==> config.mk <==
export PLATFORM = sky130hd
export DESIGN_NAME = wbo_top
export DESIGN_NICKNAME = d
export VERILOG_FILES = /design/src/hdl/wbo_pkg.sv /design/src/hdl/wbo_top.sv /design/src/hdl/wbo_fifo.sv
export VERILOG_INCLUDE_DIRS = /design/src /design/src/hdl
export SDC_FILE = /design/constraint.sdc
export NUM_CORES = 2
export LEC_CHECK = 0
export BUFFER_PORTS_ARGS = -buffer_cell sky130_fd_sc_hd__buf_2
export CORE_AREA = 4 4 643 645
export DETAILED_ROUTE_END_ITERATION = 10
export DIE_AREA = 0 0 647 649
export GPL_TIMING_DRIVEN = 0
export PLACE_DENSITY_LB_ADDON = 0.2
export SLEW_MARGIN = 20
export SYNTH_ARGS = -nofsm -noshare
export SYNTH_HDL_FRONTEND = slang
export SYNTH_SLANG_ARGS = --single-unit
==> constraint.sdc <==
create_clock -name clk -period 14.8 [get_ports clk]
set_input_delay 2.22 -clock clk [delete_from_list [all_inputs] [get_ports clk]]
set_output_delay 2.22 -clock clk [all_outputs]
set_load 0.01 [all_outputs]
==> src/hdl/wbo_defines.svh <==
// Contract
// Two quadword posted-write buffers, one per pipe, loadable in one clock. Code: one shared two-entry FIFO plus a hold slot for a split pair.
// Posted writes leave on the bus in core generation order.
// Miss reads wait for posted writes, unless backoff with writeback pending.
// Extended variant: four shared buffers, FIFO drain, reads never bypass.
// Block E/M cache writes while buffers busy, bus write, or drain low.
// Only memory writes are posted; I/O writes go straight to bus.
// Drain all write buffers before a port read; reads never pass writes.
// System holds changed inputs three clocks before bus ready ack.
// Serializing drains stores, then waits for store-drained before fetch.
// Every serializing operation flushes the prefetch queue.
// Serializing never triggers writeback of modified cache lines.
// I/O reads wait for internal stores; store-drained not sampled in reads.
// System completes external stores before acking an I/O read.
// Port writes keep prefetching; next instruction waits drain, input, write.
// Extended variant serialization takes one extra clock.
// Three one-entry writeback buffers, each one 32-byte line.
// Writeback buffers: replacement, external snoop, internal snoop hits.
// Bus write priority: ext snoop, int snoop, replacement, posted writes.
// Older write buffer first; same clock gives the first-issue pipe first.
// Data and code linefill buffers commit only once the line is complete.
// Needed item requested first and forwarded to core on return.
// Displaced modified line moves to replacement buffer at fill completion.
`ifndef WBO_DEFINES_SVH
`define WBO_DEFINES_SVH
`define WBO_QW_W 64
`define WBO_ADDR_W 32
`define WBO_LINE_QW 4
`define WBO_FIFO_DEPTH 16
`define WBO_BASE_BUFS 2
`define WBO_EXT_BUFS 4
`define WBO_SER_EXTRA 1
`endif

==> src/hdl/wbo_pkg.sv <==
package wbo_pkg;
  typedef struct packed {
    logic [31:0] addr;
    logic [63:0] data;
  } wbo_qw_t;
  typedef struct packed {
    logic [31:0] addr;
    logic [255:0] line;
  } wbo_line_t;
  typedef enum logic [1:0] {
    WBO_SRC_NONE = 2'h0,
    WBO_SRC_EXT = 2'h1,
    WBO_SRC_INT = 2'h2,
    WBO_SRC_REP = 2'h3
  } wbo_wb_src_t;
endpackage

==> src/hdl/wbo_top.sv <==
`timescale 1ns/100ps
`include "wbo_defines.svh"
// Core-side store posting and bus write ordering. Posted writes enter a
// buffer FIFO (two slots shared by both pipes, four in extended mode); the
// bus side pops one cycle at a time with bus_ready_ack as completion.
module wbo_top #(
  parameter int FIFO_DEPTH = `WBO_FIFO_DEPTH,
  parameter bit EXTENDED = 1'b0
) (
  input wire logic clk,
  input wire logic rst_n,
  input wire logic ce,
  input wire logic u_wr_valid,
  input wire wbo_pkg::wbo_qw_t u_wr,
  input wire logic v_wr_valid,
  input wire wbo_pkg::wbo_qw_t v_wr,
  input wire logic u_first_issue,
  output logic wr_post_ready,
  input wire logic io_wr_valid,
  input wire wbo_pkg::wbo_qw_t io_wr,
  input wire logic rd_req,
  input wire logic io_rd_req,
  input wire logic [31:0] rd_addr,
  output logic rd_grant,
  input wire logic ser_req,
  input wire logic port_wr_done_req,
  output logic fetch_ok,
  output logic prefetch_flush,
  input wire logic em_write_req,
  output logic em_write_ok,
  input wire logic ext_snoop_hit,
  input wire logic int_snoop_hit,
  input wire wbo_pkg::wbo_line_t snoop_line,
  input wire logic fill_start,
  input wire logic fill_code,
  input wire logic fill_victim_mod,
  input wire wbo_pkg::wbo_line_t victim_line,
  input wire logic fill_data_valid,
  input wire logic [63:0] fill_data,
  output logic crit_valid,
  output logic [63:0] crit_data,
  output logic dfill_done,
  output logic cfill_done,
  output wbo_pkg::wbo_line_t fill_line,
  output logic bus_wr_valid,
  output logic bus_wr_line,
  output logic bus_wr_io,
  output wbo_pkg::wbo_line_t bus_wr,
  output logic bus_rd_valid,
  output logic [31:0] bus_rd_addr,
  input wire logic bus_ready_ack_n,
  input wire logic bus_backoff_n,
  input wire logic external_store_drained_n
);
  localparam int QW = `WBO_QW_W + `WBO_ADDR_W;
  localparam int LQ = `WBO_LINE_QW;
  // Pin synchronisers
  logic [1:0] ack_s_ff, bus_backoff_s_ff, esd_s_ff;
  always_ff @(posedge clk or negedge rst_n) begin
    if (!rst_n) begin
      ack_s_ff <= 2'h0;
      bus_backoff_s_ff <= 2'h0;
      esd_s_ff <= 2'h0;
    end else if (ce) begin
      ack_s_ff <= {ack_s_ff[0], ~bus_ready_ack_n};
      bus_backoff_s_ff <= {bus_backoff_s_ff[0], ~bus_backoff_n};
      esd_s_ff <= {esd_s_ff[0], ~external_store_drained_n};
    end
  end
  logic ack, bus_backoff, esd;
  assign ack = ack_s_ff[1];
  assign bus_backoff = bus_backoff_s_ff[1];
  assign esd = esd_s_ff[1];

  // Posting stage: same-clock pair is split, first-issue pipe goes first
  logic pend_ff;
  wbo_pkg::wbo_qw_t pend_q_ff;
  logic in_valid, in_ready;
  wbo_pkg::wbo_qw_t in_data;
  logic [$clog2(FIFO_DEPTH+1)-1:0] fcount;
  logic limit_ok;
  logic [$clog2(FIFO_DEPTH+1)-1:0] cap;
  assign cap = EXTENDED ? ($clog2(FIFO_DEPTH+1))'(`WBO_EXT_BUFS)
                        : ($clog2(FIFO_DEPTH+1))'(`WBO_BASE_BUFS);
  assign limit_ok = (fcount < cap);
  always_comb begin
    in_valid = 1'b0;
    in_data = u_wr;
    if (pend_ff) begin
      in_valid = 1'b1;
      in_data = pend_q_ff;
    end else if (wr_post_ready) begin
      // New writes only when promised, so a held request is taken once
      if (u_wr_valid && v_wr_valid) begin
        in_valid = 1'b1;
        in_data = u_first_issue ? u_wr : v_wr;
      end else if (u_wr_valid) begin
        in_valid = 1'b1;
      end else if (v_wr_valid) begin
        in_valid = 1'b1;
        in_data = v_wr;
      end
    end
  end
  logic push_ok;
  assign push_ok = in_valid && in_ready && limit_ok;
  always_ff @(posedge clk or negedge rst_n) begin
    if (!rst_n) begin
      pend_ff <= 1'b0;
      pend_q_ff <= '0;
    end else if (ce) begin
      if (pend_ff && push_ok) begin
        pend_ff <= 1'b0;
      end else if (!pend_ff && push_ok && u_wr_valid && v_wr_valid) begin
        pend_ff <= 1'b1;
        pend_q_ff <= u_first_issue ? v_wr : u_wr;
      end
    end
  end
  logic fo_valid, fo_ready;
  logic [QW-1:0] fo_data;
  // Ready is a promise for the next edge: it looks ahead at the slot the
  // split pair still holds and at this edge's push and pop, so a write
  // that the core keeps raised is never posted twice.
  logic nxt_pend;
  logic [$clog2(FIFO_DEPTH+1)-1:0] nxt_fcount;
  always_comb begin
    nxt_pend = push_ok && u_wr_valid && v_wr_valid;
    if (pend_ff) begin
      nxt_pend = !push_ok;
    end
    nxt_fcount = fcount;
    if (push_ok) begin
      nxt_fcount = nxt_fcount + 1'b1;
    end
    if (fo_valid && fo_ready) begin
      nxt_fcount = nxt_fcount - 1'b1;
    end
  end
  always_ff @(posedge clk or negedge rst_n) begin
    if (!rst_n) begin
      wr_post_ready <= 1'b0;
    end else if (ce) begin
      wr_post_ready <= !nxt_pend && (nxt_fcount < cap);
    end
  end
  wbo_fifo #(.WIDTH(QW), .DEPTH(FIFO_DEPTH)) u_fifo (
    .clk(clk),
    .rst_n(rst_n),
    .ce(ce),
    .in_valid(in_valid && limit_ok),
    .in_ready(in_ready),
    .in_data(in_data),
    .out_valid(fo_valid),
    .out_ready(fo_ready),
    .out_data(fo_data),
    .count(fcount)
  );

  // Writeback buffers, one line each
  logic [2:0] wb_full_ff;
  wbo_pkg::wbo_line_t wb_line_ff [3];
  // Linefill buffers: index 0 data, 1 code
  logic [1:0] fill_act_ff;
  logic [1:0] fill_cnt_ff [2];
  logic [63:0] fill_buf_ff [2][LQ];
  logic [31:0] fill_addr_ff [2];
  logic victim_pend_ff;
  wbo_pkg::wbo_line_t victim_ff;
  logic fill_sel_ff;

  // Bus engine
  typedef enum logic [3:0] {
    S_IDLE = 4'h1,
    S_WR = 4'h2,
    S_RD = 4'h4,
    S_IO = 4'h8
  } wbo_bus_st_t;
  wbo_bus_st_t st_ff;
  wbo_pkg::wbo_wb_src_t cur_src_ff;
  logic posted_empty;
  assign posted_empty = !fo_valid && !pend_ff;
  logic wb_any;
  assign wb_any = |wb_full_ff;
  // Reads hold until posted writes drain; a pending writeback under
  // backoff may still go first, which is the only permitted pass.
  logic rd_allowed;
  assign rd_allowed = posted_empty || (bus_backoff && wb_any);
  function automatic wbo_pkg::wbo_wb_src_t pick(input logic [2:0] f);
    if (f[0]) return wbo_pkg::WBO_SRC_EXT;
    else if (f[1]) return wbo_pkg::WBO_SRC_INT;
    else if (f[2]) return wbo_pkg::WBO_SRC_REP;
    else return wbo_pkg::WBO_SRC_NONE;
  endfunction
  assign fo_ready = (st_ff == S_IDLE) && !wb_any && !io_wr_valid;
  always_ff @(posedge clk or negedge rst_n) begin
    if (!rst_n) begin
      st_ff <= S_IDLE;
      cur_src_ff <= wbo_pkg::WBO_SRC_NONE;
      bus_wr_valid <= 1'b0;
      bus_wr_line <= 1'b0;
      bus_wr_io <= 1'b0;
      bus_wr <= '0;
      bus_rd_valid <= 1'b0;
      bus_rd_addr <= '0;
      rd_grant <= 1'b0;
    end else if (ce) begin
      rd_grant <= 1'b0;
      unique case (st_ff)
        S_IDLE: begin
          if (wb_any) begin
            st_ff <= S_WR;
            cur_src_ff <= pick(wb_full_ff);
            bus_wr_valid <= 1'b1;
            bus_wr_line <= 1'b1;
            bus_wr_io <= 1'b0;
            bus_wr <= wb_line_ff[pick(wb_full_ff) - 2'h1];
          end else if (io_wr_valid) begin
            st_ff <= S_IO;
            bus_wr_valid <= 1'b1;
            bus_wr_line <= 1'b0;
            bus_wr_io <= 1'b1;
            bus_wr <= {io_wr.addr, 192'h0, io_wr.data};
          end else if (fo_valid) begin
            st_ff <= S_WR;
            cur_src_ff <= wbo_pkg::WBO_SRC_NONE;
            bus_wr_valid <= 1'b1;
            bus_wr_line <= 1'b0;
            bus_wr_io <= 1'b0;
            bus_wr <= {fo_data[QW-1:64], 192'h0, fo_data[63:0]};
          end else if ((rd_req || io_rd_req) && rd_allowed) begin
            st_ff <= S_RD;
            bus_rd_valid <= 1'b1;
            bus_rd_addr <= rd_addr;
          end
        end
        S_WR, S_IO: begin
          if (ack) begin
            st_ff <= S_IDLE;
            bus_wr_valid <= 1'b0;
            bus_wr_io <= 1'b0;
          end
        end
        S_RD: begin
          if (ack) begin
            st_ff <= S_IDLE;
            bus_rd_valid <= 1'b0;
            rd_grant <= 1'b1;
          end
        end
      endcase
    end
  end

  // Writeback buffer fill and release
  logic fill_end;
  always_ff @(posedge clk or negedge rst_n) begin
    if (!rst_n) begin
      wb_full_ff <= 3'h0;
      for (int i = 0; i < 3; i++) begin
        wb_line_ff[i] <= '0;
      end
    end else if (ce) begin
      if (st_ff == S_WR && ack && cur_src_ff != wbo_pkg::WBO_SRC_NONE) begin
        wb_full_ff[cur_src_ff - 2'h1] <= 1'b0;
      end
      if (ext_snoop_hit) begin
        wb_full_ff[0] <= 1'b1;
        wb_line_ff[0] <= snoop_line;
      end
      if (int_snoop_hit) begin
        wb_full_ff[1] <= 1'b1;
        wb_line_ff[1] <= snoop_line;
      end
      if (fill_end && victim_pend_ff) begin
        wb_full_ff[2] <= 1'b1;
        wb_line_ff[2] <= victim_ff;
      end
    end
  end

  // Linefill: first quadword is the critical one, forwarded at once
  assign fill_end = fill_data_valid &&
      fill_cnt_ff[fill_sel_ff] == 2'(LQ-1) && fill_act_ff[fill_sel_ff];
  always_ff @(posedge clk or negedge rst_n) begin
    if (!rst_n) begin
      fill_act_ff <= 2'h0;
      fill_sel_ff <= 1'b0;
      victim_pend_ff <= 1'b0;
      victim_ff <= '0;
      crit_valid <= 1'b0;
      crit_data <= '0;
      dfill_done <= 1'b0;
      cfill_done <= 1'b0;
      fill_line <= '0;
      for (int b = 0; b < 2; b++) begin
        fill_cnt_ff[b] <= 2'h0;
        fill_addr_ff[b] <= '0;
        for (int q = 0; q < LQ; q++) begin
          fill_buf_ff[b][q] <= '0;
        end
      end
    end else if (ce) begin
      crit_valid <= 1'b0;
      dfill_done <= 1'b0;
      cfill_done <= 1'b0;
      if (fill_start) begin
        fill_sel_ff <= fill_code;
        fill_act_ff[fill_code] <= 1'b1;
        fill_cnt_ff[fill_code] <= 2'h0;
        fill_addr_ff[fill_code] <= rd_addr;
        if (!fill_code && fill_victim_mod) begin
          victim_pend_ff <= 1'b1;
          victim_ff <= victim_line;
        end
      end else if (fill_data_valid && fill_act_ff[fill_sel_ff]) begin
        fill_buf_ff[fill_sel_ff][fill_cnt_ff[fill_sel_ff]] <= fill_data;
        fill_cnt_ff[fill_sel_ff] <= fill_cnt_ff[fill_sel_ff] + 2'h1;
        if (fill_cnt_ff[fill_sel_ff] == 2'h0) begin
          crit_valid <= 1'b1;
          crit_data <= fill_data;
        end
        if (fill_end) begin
          fill_act_ff[fill_sel_ff] <= 1'b0;
          fill_line <= {fill_addr_ff[fill_sel_ff], fill_data,
                        fill_buf_ff[fill_sel_ff][2],
                        fill_buf_ff[fill_sel_ff][1],
                        fill_buf_ff[fill_sel_ff][0]};
          dfill_done <= !fill_sel_ff;
          cfill_done <= fill_sel_ff;
          if (!fill_sel_ff) begin
            victim_pend_ff <= 1'b0;
          end
        end
      end
    end
  end

  // Serialization and port-write completion; never touches the cache
  // writeback buffers, so no modified lines are pushed out.
  logic ser_act_ff, pw_act_ff;
  logic [1:0] ser_cnt_ff;
  logic drained;
  assign drained = posted_empty && st_ff == S_IDLE && !io_wr_valid;
  always_ff @(posedge clk or negedge rst_n) begin
    if (!rst_n) begin
      ser_act_ff <= 1'b0;
      pw_act_ff <= 1'b0;
      ser_cnt_ff <= 2'h0;
      fetch_ok <= 1'b0;
      prefetch_flush <= 1'b0;
      em_write_ok <= 1'b0;
    end else if (ce) begin
      prefetch_flush <= 1'b0;
      if (ser_req) begin
        ser_act_ff <= 1'b1;
        ser_cnt_ff <= EXTENDED ? 2'(`WBO_SER_EXTRA) : 2'h0;
        prefetch_flush <= 1'b1;
      end else if (ser_act_ff && drained && esd) begin
        if (ser_cnt_ff != 2'h0) begin
          ser_cnt_ff <= ser_cnt_ff - 2'h1;
        end else begin
          ser_act_ff <= 1'b0;
        end
      end
      if (port_wr_done_req) begin
        pw_act_ff <= 1'b1;
      end else if (pw_act_ff && drained && esd) begin
        pw_act_ff <= 1'b0;
      end
      fetch_ok <= !ser_act_ff && !ser_req && !pw_act_ff && !port_wr_done_req;
      em_write_ok <= em_write_req && posted_empty && esd &&
                     !(st_ff == S_WR || st_ff == S_IO);
    end
  end
endmodule

==> src/hdl/wbo_fifo.sv <==
`timescale 1ns/100ps
module wbo_fifo #(
  parameter int WIDTH = 96,
  parameter int DEPTH = 16
) (
  input wire logic clk,
  input wire logic rst_n,
  input wire logic ce,
  input wire logic in_valid,
  output logic in_ready,
  input wire logic [WIDTH-1:0] in_data,
  output logic out_valid,
  input wire logic out_ready,
  output logic [WIDTH-1:0] out_data,
  output logic [$clog2(DEPTH+1)-1:0] count
);
  localparam int AW = $clog2(DEPTH);
  logic [WIDTH-1:0] mem_ff [DEPTH];
  logic [AW-1:0] wp_ff;
  logic [AW-1:0] rp_ff;
  logic [AW:0] cnt_ff;
  logic push;
  logic pop;
  assign in_ready = (cnt_ff != DEPTH[AW:0]);
  assign out_valid = (cnt_ff != '0);
  assign out_data = mem_ff[rp_ff];
  assign count = cnt_ff;
  assign push = ce && in_valid && in_ready;
  assign pop = ce && out_valid && out_ready;
  always_ff @(posedge clk) begin
    if (push) begin
      mem_ff[wp_ff] <= in_data;
    end
  end
  always_ff @(posedge clk or negedge rst_n) begin
    if (!rst_n) begin
      wp_ff <= '0;
      rp_ff <= '0;
      cnt_ff <= '0;
    end else begin
      if (push) begin
        wp_ff <= (wp_ff == AW'(DEPTH-1)) ? '0 : wp_ff + 1'b1;
      end
      if (pop) begin
        rp_ff <= (rp_ff == AW'(DEPTH-1)) ? '0 : rp_ff + 1'b1;
      end
      cnt_ff <= cnt_ff + (push ? 1'b1 : 1'b0) - (pop ? 1'b1 : 1'b0);
    end
  end
endmodule

==> results.ini <==
[sta]
tns_ns = 0
rsz0062_at_grt = false
drv_slew = 0
slew-limit-headroom_pct = 22.1
period_minus_slack_ns = 5.49
timing.fmax_mhz = 182
skew_ns = 0.0754
hold_violations = 0
tightestPinTransition_ns = 1.17
setup_viol = 0
setup_ws_ns = 9.31
fin_crit_sh_pct = 37.1

[worst_setup_path]
crit_fanout = 10
arrival_ns = 6.32
path_cells = clkbuf_1 -> buf_1 -> mux2i_1 -> inv_1 -> ha_1 -> nand2_1 -> nor3_1 -> buf_2 -> clkbuf_1 -> clkbuf_1 -> mux2_2
worstSetupEndpointType = flop
reg2regPathDepth = 11
cp_top_family = buffers and inverters
crit_type = flop to flop
worstSetupStartpointType = flop
cp_data_required_time_ns = 15.63
cpMaxStageDelayCell = clkbuf_1
crit_buf_inv = 6
cpPeakStageDelay_ns = 0.80
cp.depth = 11
crit_top_cell = clkbuf_1

[synthesis]
ys_seq_area_share_pct = 67.0
synth_top_flop_cell = dfrtp_1
syn_nets = 11300
synthArstFlopShare_pct = 61.2
netlist_area_mm2 = 0.159
synth_top_area_share_pct = 38.0
synth_top_cell_by_area = dfrtp_1
synth_edf_count = 1536
netlist_instances = 10300
synth_warnings = 0
ys_seq_elements = 3957
yosys-top-cells-area = dfrtp_1, edfxtp_1, mux2_2
synth_cell_types = 62
synth_area_per_cell_um2 = 15.4

[grt]
grt-ovfl-total = 0
grt_antenna_before_repair = 351
grt_max_degree = 142
grtUsageTotal_pct = 28.9
grt_pass1_vias = 104000
grt_first_pass_wirelength_mm = 850

[placement]
gp_congestion = 0.938
dpl_cell_area_mm2 = 0.177
pre_cts_ws_ns = 8.28
hpwl_mm = 476
placed_cells = 17600
port_buffers = 1662

[finish]
final_area_mm2 = 0.192
drive_above_1_share_pct = 37.2
nets = 13500
syn_to_final_growth_pct = 20.3
final-instance-count-excl-fill = 18500
mostFrequentLayoutCell = dfrtp_1
mostFrequentLayoutCells = dfrtp_1, buf_2, mux2_2

[clocking]
holdBufCountCts = 0
path_clk_slew_ns = 0.06
cts_max_level = 5
cts_tree = yes
cts_setup_buffers = 0
cts_max_path_buffers = 4
cts-root-buf = clkbuf_16
cts_made_buffers = 422
cts-resized-gates = 0
clock-sinks = 3957
clk_latency_ns = 1.00

[floorplanning]
coreArea_mm2 = 0.408
start_util_pct = 39.0
die_area_mm2 = 0.420
die_w_um = 647
die_h_um = 649
pin_count = 1665
rows = 235

[detailed_routing]
wl_per_cell_um = 33.5
drc = 0
ant_nets = 0
wl_mm = 621
drtPass1Iterations = 6
drt_iter0_drc = 9930
dr_total_vias = 103000
vias_per_cell = 5.56

[job]
maxCapViolCount = 0

[run_status]
status = finished clean

[min_path]
hold_class = flop to flop
hold_depth = 2

[pwr]
powerDensity_mw_per_mm2 = 164
p_leak_nw = 79.4
ir_worst_vdd_mv = 0.106

[final timing paths]
| path | from | endpoint | slack, ns |
|---|---|---|---|
| max | fill_sel_ff$_DFFE_PN0P_ | wb_line_ff[272]$_DFFE_PN0P_ | 9.31 |
| min | bus_wr[223]$_DFFE_PN0P_ | bus_wr[223]$_DFFE_PN0P_ | 0.47 |
| max reg2reg | fill_sel_ff$_DFFE_PN0P_ | wb_line_ff[272]$_DFFE_PN0P_ | 9.31 |
| min reg2reg | bus_wr[223]$_DFFE_PN0P_ | bus_wr[223]$_DFFE_PN0P_ | 0.47 |
| max in group asynchronous | rst_n | fill_line[164]$_DFFE_PN0P_ | 9.54 |
| min in group asynchronous | rst_n | victim_ff[183]$_DFFE_PN0P_ | 1.17 |
[worst reg2reg max path, cell delays in order, from the launching register on]
cell	delay (ns)
dfrtp_1	0.42
clkbuf_1	0.69
buf_1	0.68
mux2i_1	0.28
inv_1	0.15
ha_1	0.20
nand2_1	0.07
nor3_1	0.14
buf_2	0.67
clkbuf_1	0.88
clkbuf_1	0.78
mux2_2	0.44
[layer usage]
metal  routed length, um  vias up  GRT usage (%)
li1                    -    43000              -
met1              239000    54400           36.3
met2              296000     4227           46.9
met3               45700     1275           6.26
met4               39000       96           15.5
met5                 630        -              0
[synth_stat cells (all sizes together), types with 3 or more instances]
cell and instances:
a2111oi 88, a21o 5, a21oi 210, a221o 8
a22o 5, a22oi 290, and2 16, and3 7
buf 162, clkbuf 522, dfrtp 2420, edfxtp 1536
ha 24, inv 22, mux2 1671, mux2i 421
mux4 480, nand2 1046, nand2b 4, nand3 10
nand4 3, nor2 317, nor2b 91, nor3 186
nor4 5, o21ai 724, or2 3, xnor2 5
xor2 3
[layout make-up]
| type | instances | area [um^2] |
|---|---|---|
| repair buffers | 1796 | 10800 |
| clock buffers | 571 | 11800 |
| diodes | 188 | 470 |
| inverters | 22 | 82.6 |
| plain buffers | 684 | 2850 |
| multi-input cells | 5654 | 50000 |
| flip-flops and latches | 3957 | 107000 |
| clock inverters | 203 | 2100 |
| fillers | 36100 | 217000 |
| well taps | 5451 | 6820 |
[sequential cells by signal, indices dropped and copies added, names as in the netlist, 2 cells and up]
name and cells:
u_fifo.mem_ff 1536, wb_line_ff 864, fill_buf_ff 384, bus_wr 288, fill_line 288, victim_ff 288
pend_q_ff 96, crit_data 64, fill_addr_ff 64, bus_rd_addr 32, u_fifo.count 5, fill_cnt_ff 4
st_ff 4, u_fifo.rp_ff 4, u_fifo.wp_ff 4, wb_full_ff 3, ack_s_ff 2, bus_backoff_s_ff 2
cur_src_ff 2, esd_s_ff 2, fill_act_ff 2, ser_cnt_ff 2
[power breakdown]
part           internal, mW  switching (mW)  total (mW)
registers              13.6            1.04        14.6
clock network          6.13            4.55        10.7
logic                  2.25            3.83        6.08
[metrics by stage]
stage	power (mW)	util (%)	hold WS [ns]
6_report	31.4	46.9	0.472
5_1_grt	32.6	46.9	0.487
4_1_cts	31.6	46.8	0.474
3_5_place_dp	20.9	43.4	0.460
3_3_place_gp	20.5	42.7	0.459
2_1_floorplan	17.5	-	0.445
[logic make-up (layout without fill, tap and decap cells)]
logic type | Yosys count | after routing | share of synthesized area (%)
adder cells (fa/ha/maj) | 25 | 25 | 0.201
flip-flops | 3957 | 3957 | 67.0
AO/OA/AOI/OAI | 1351 | 1351 | 5.34
XOR/XNOR | 8 | 8 | 0.0440
multiplexers | 2572 | 2572 | 21.2
other | 0 | 188 | 0
AND/OR/NAND/NOR | 1698 | 1698 | 4.39
buffers and inverters | 706 | 3276 | 1.81
Power figures use the tool's default switching activity.
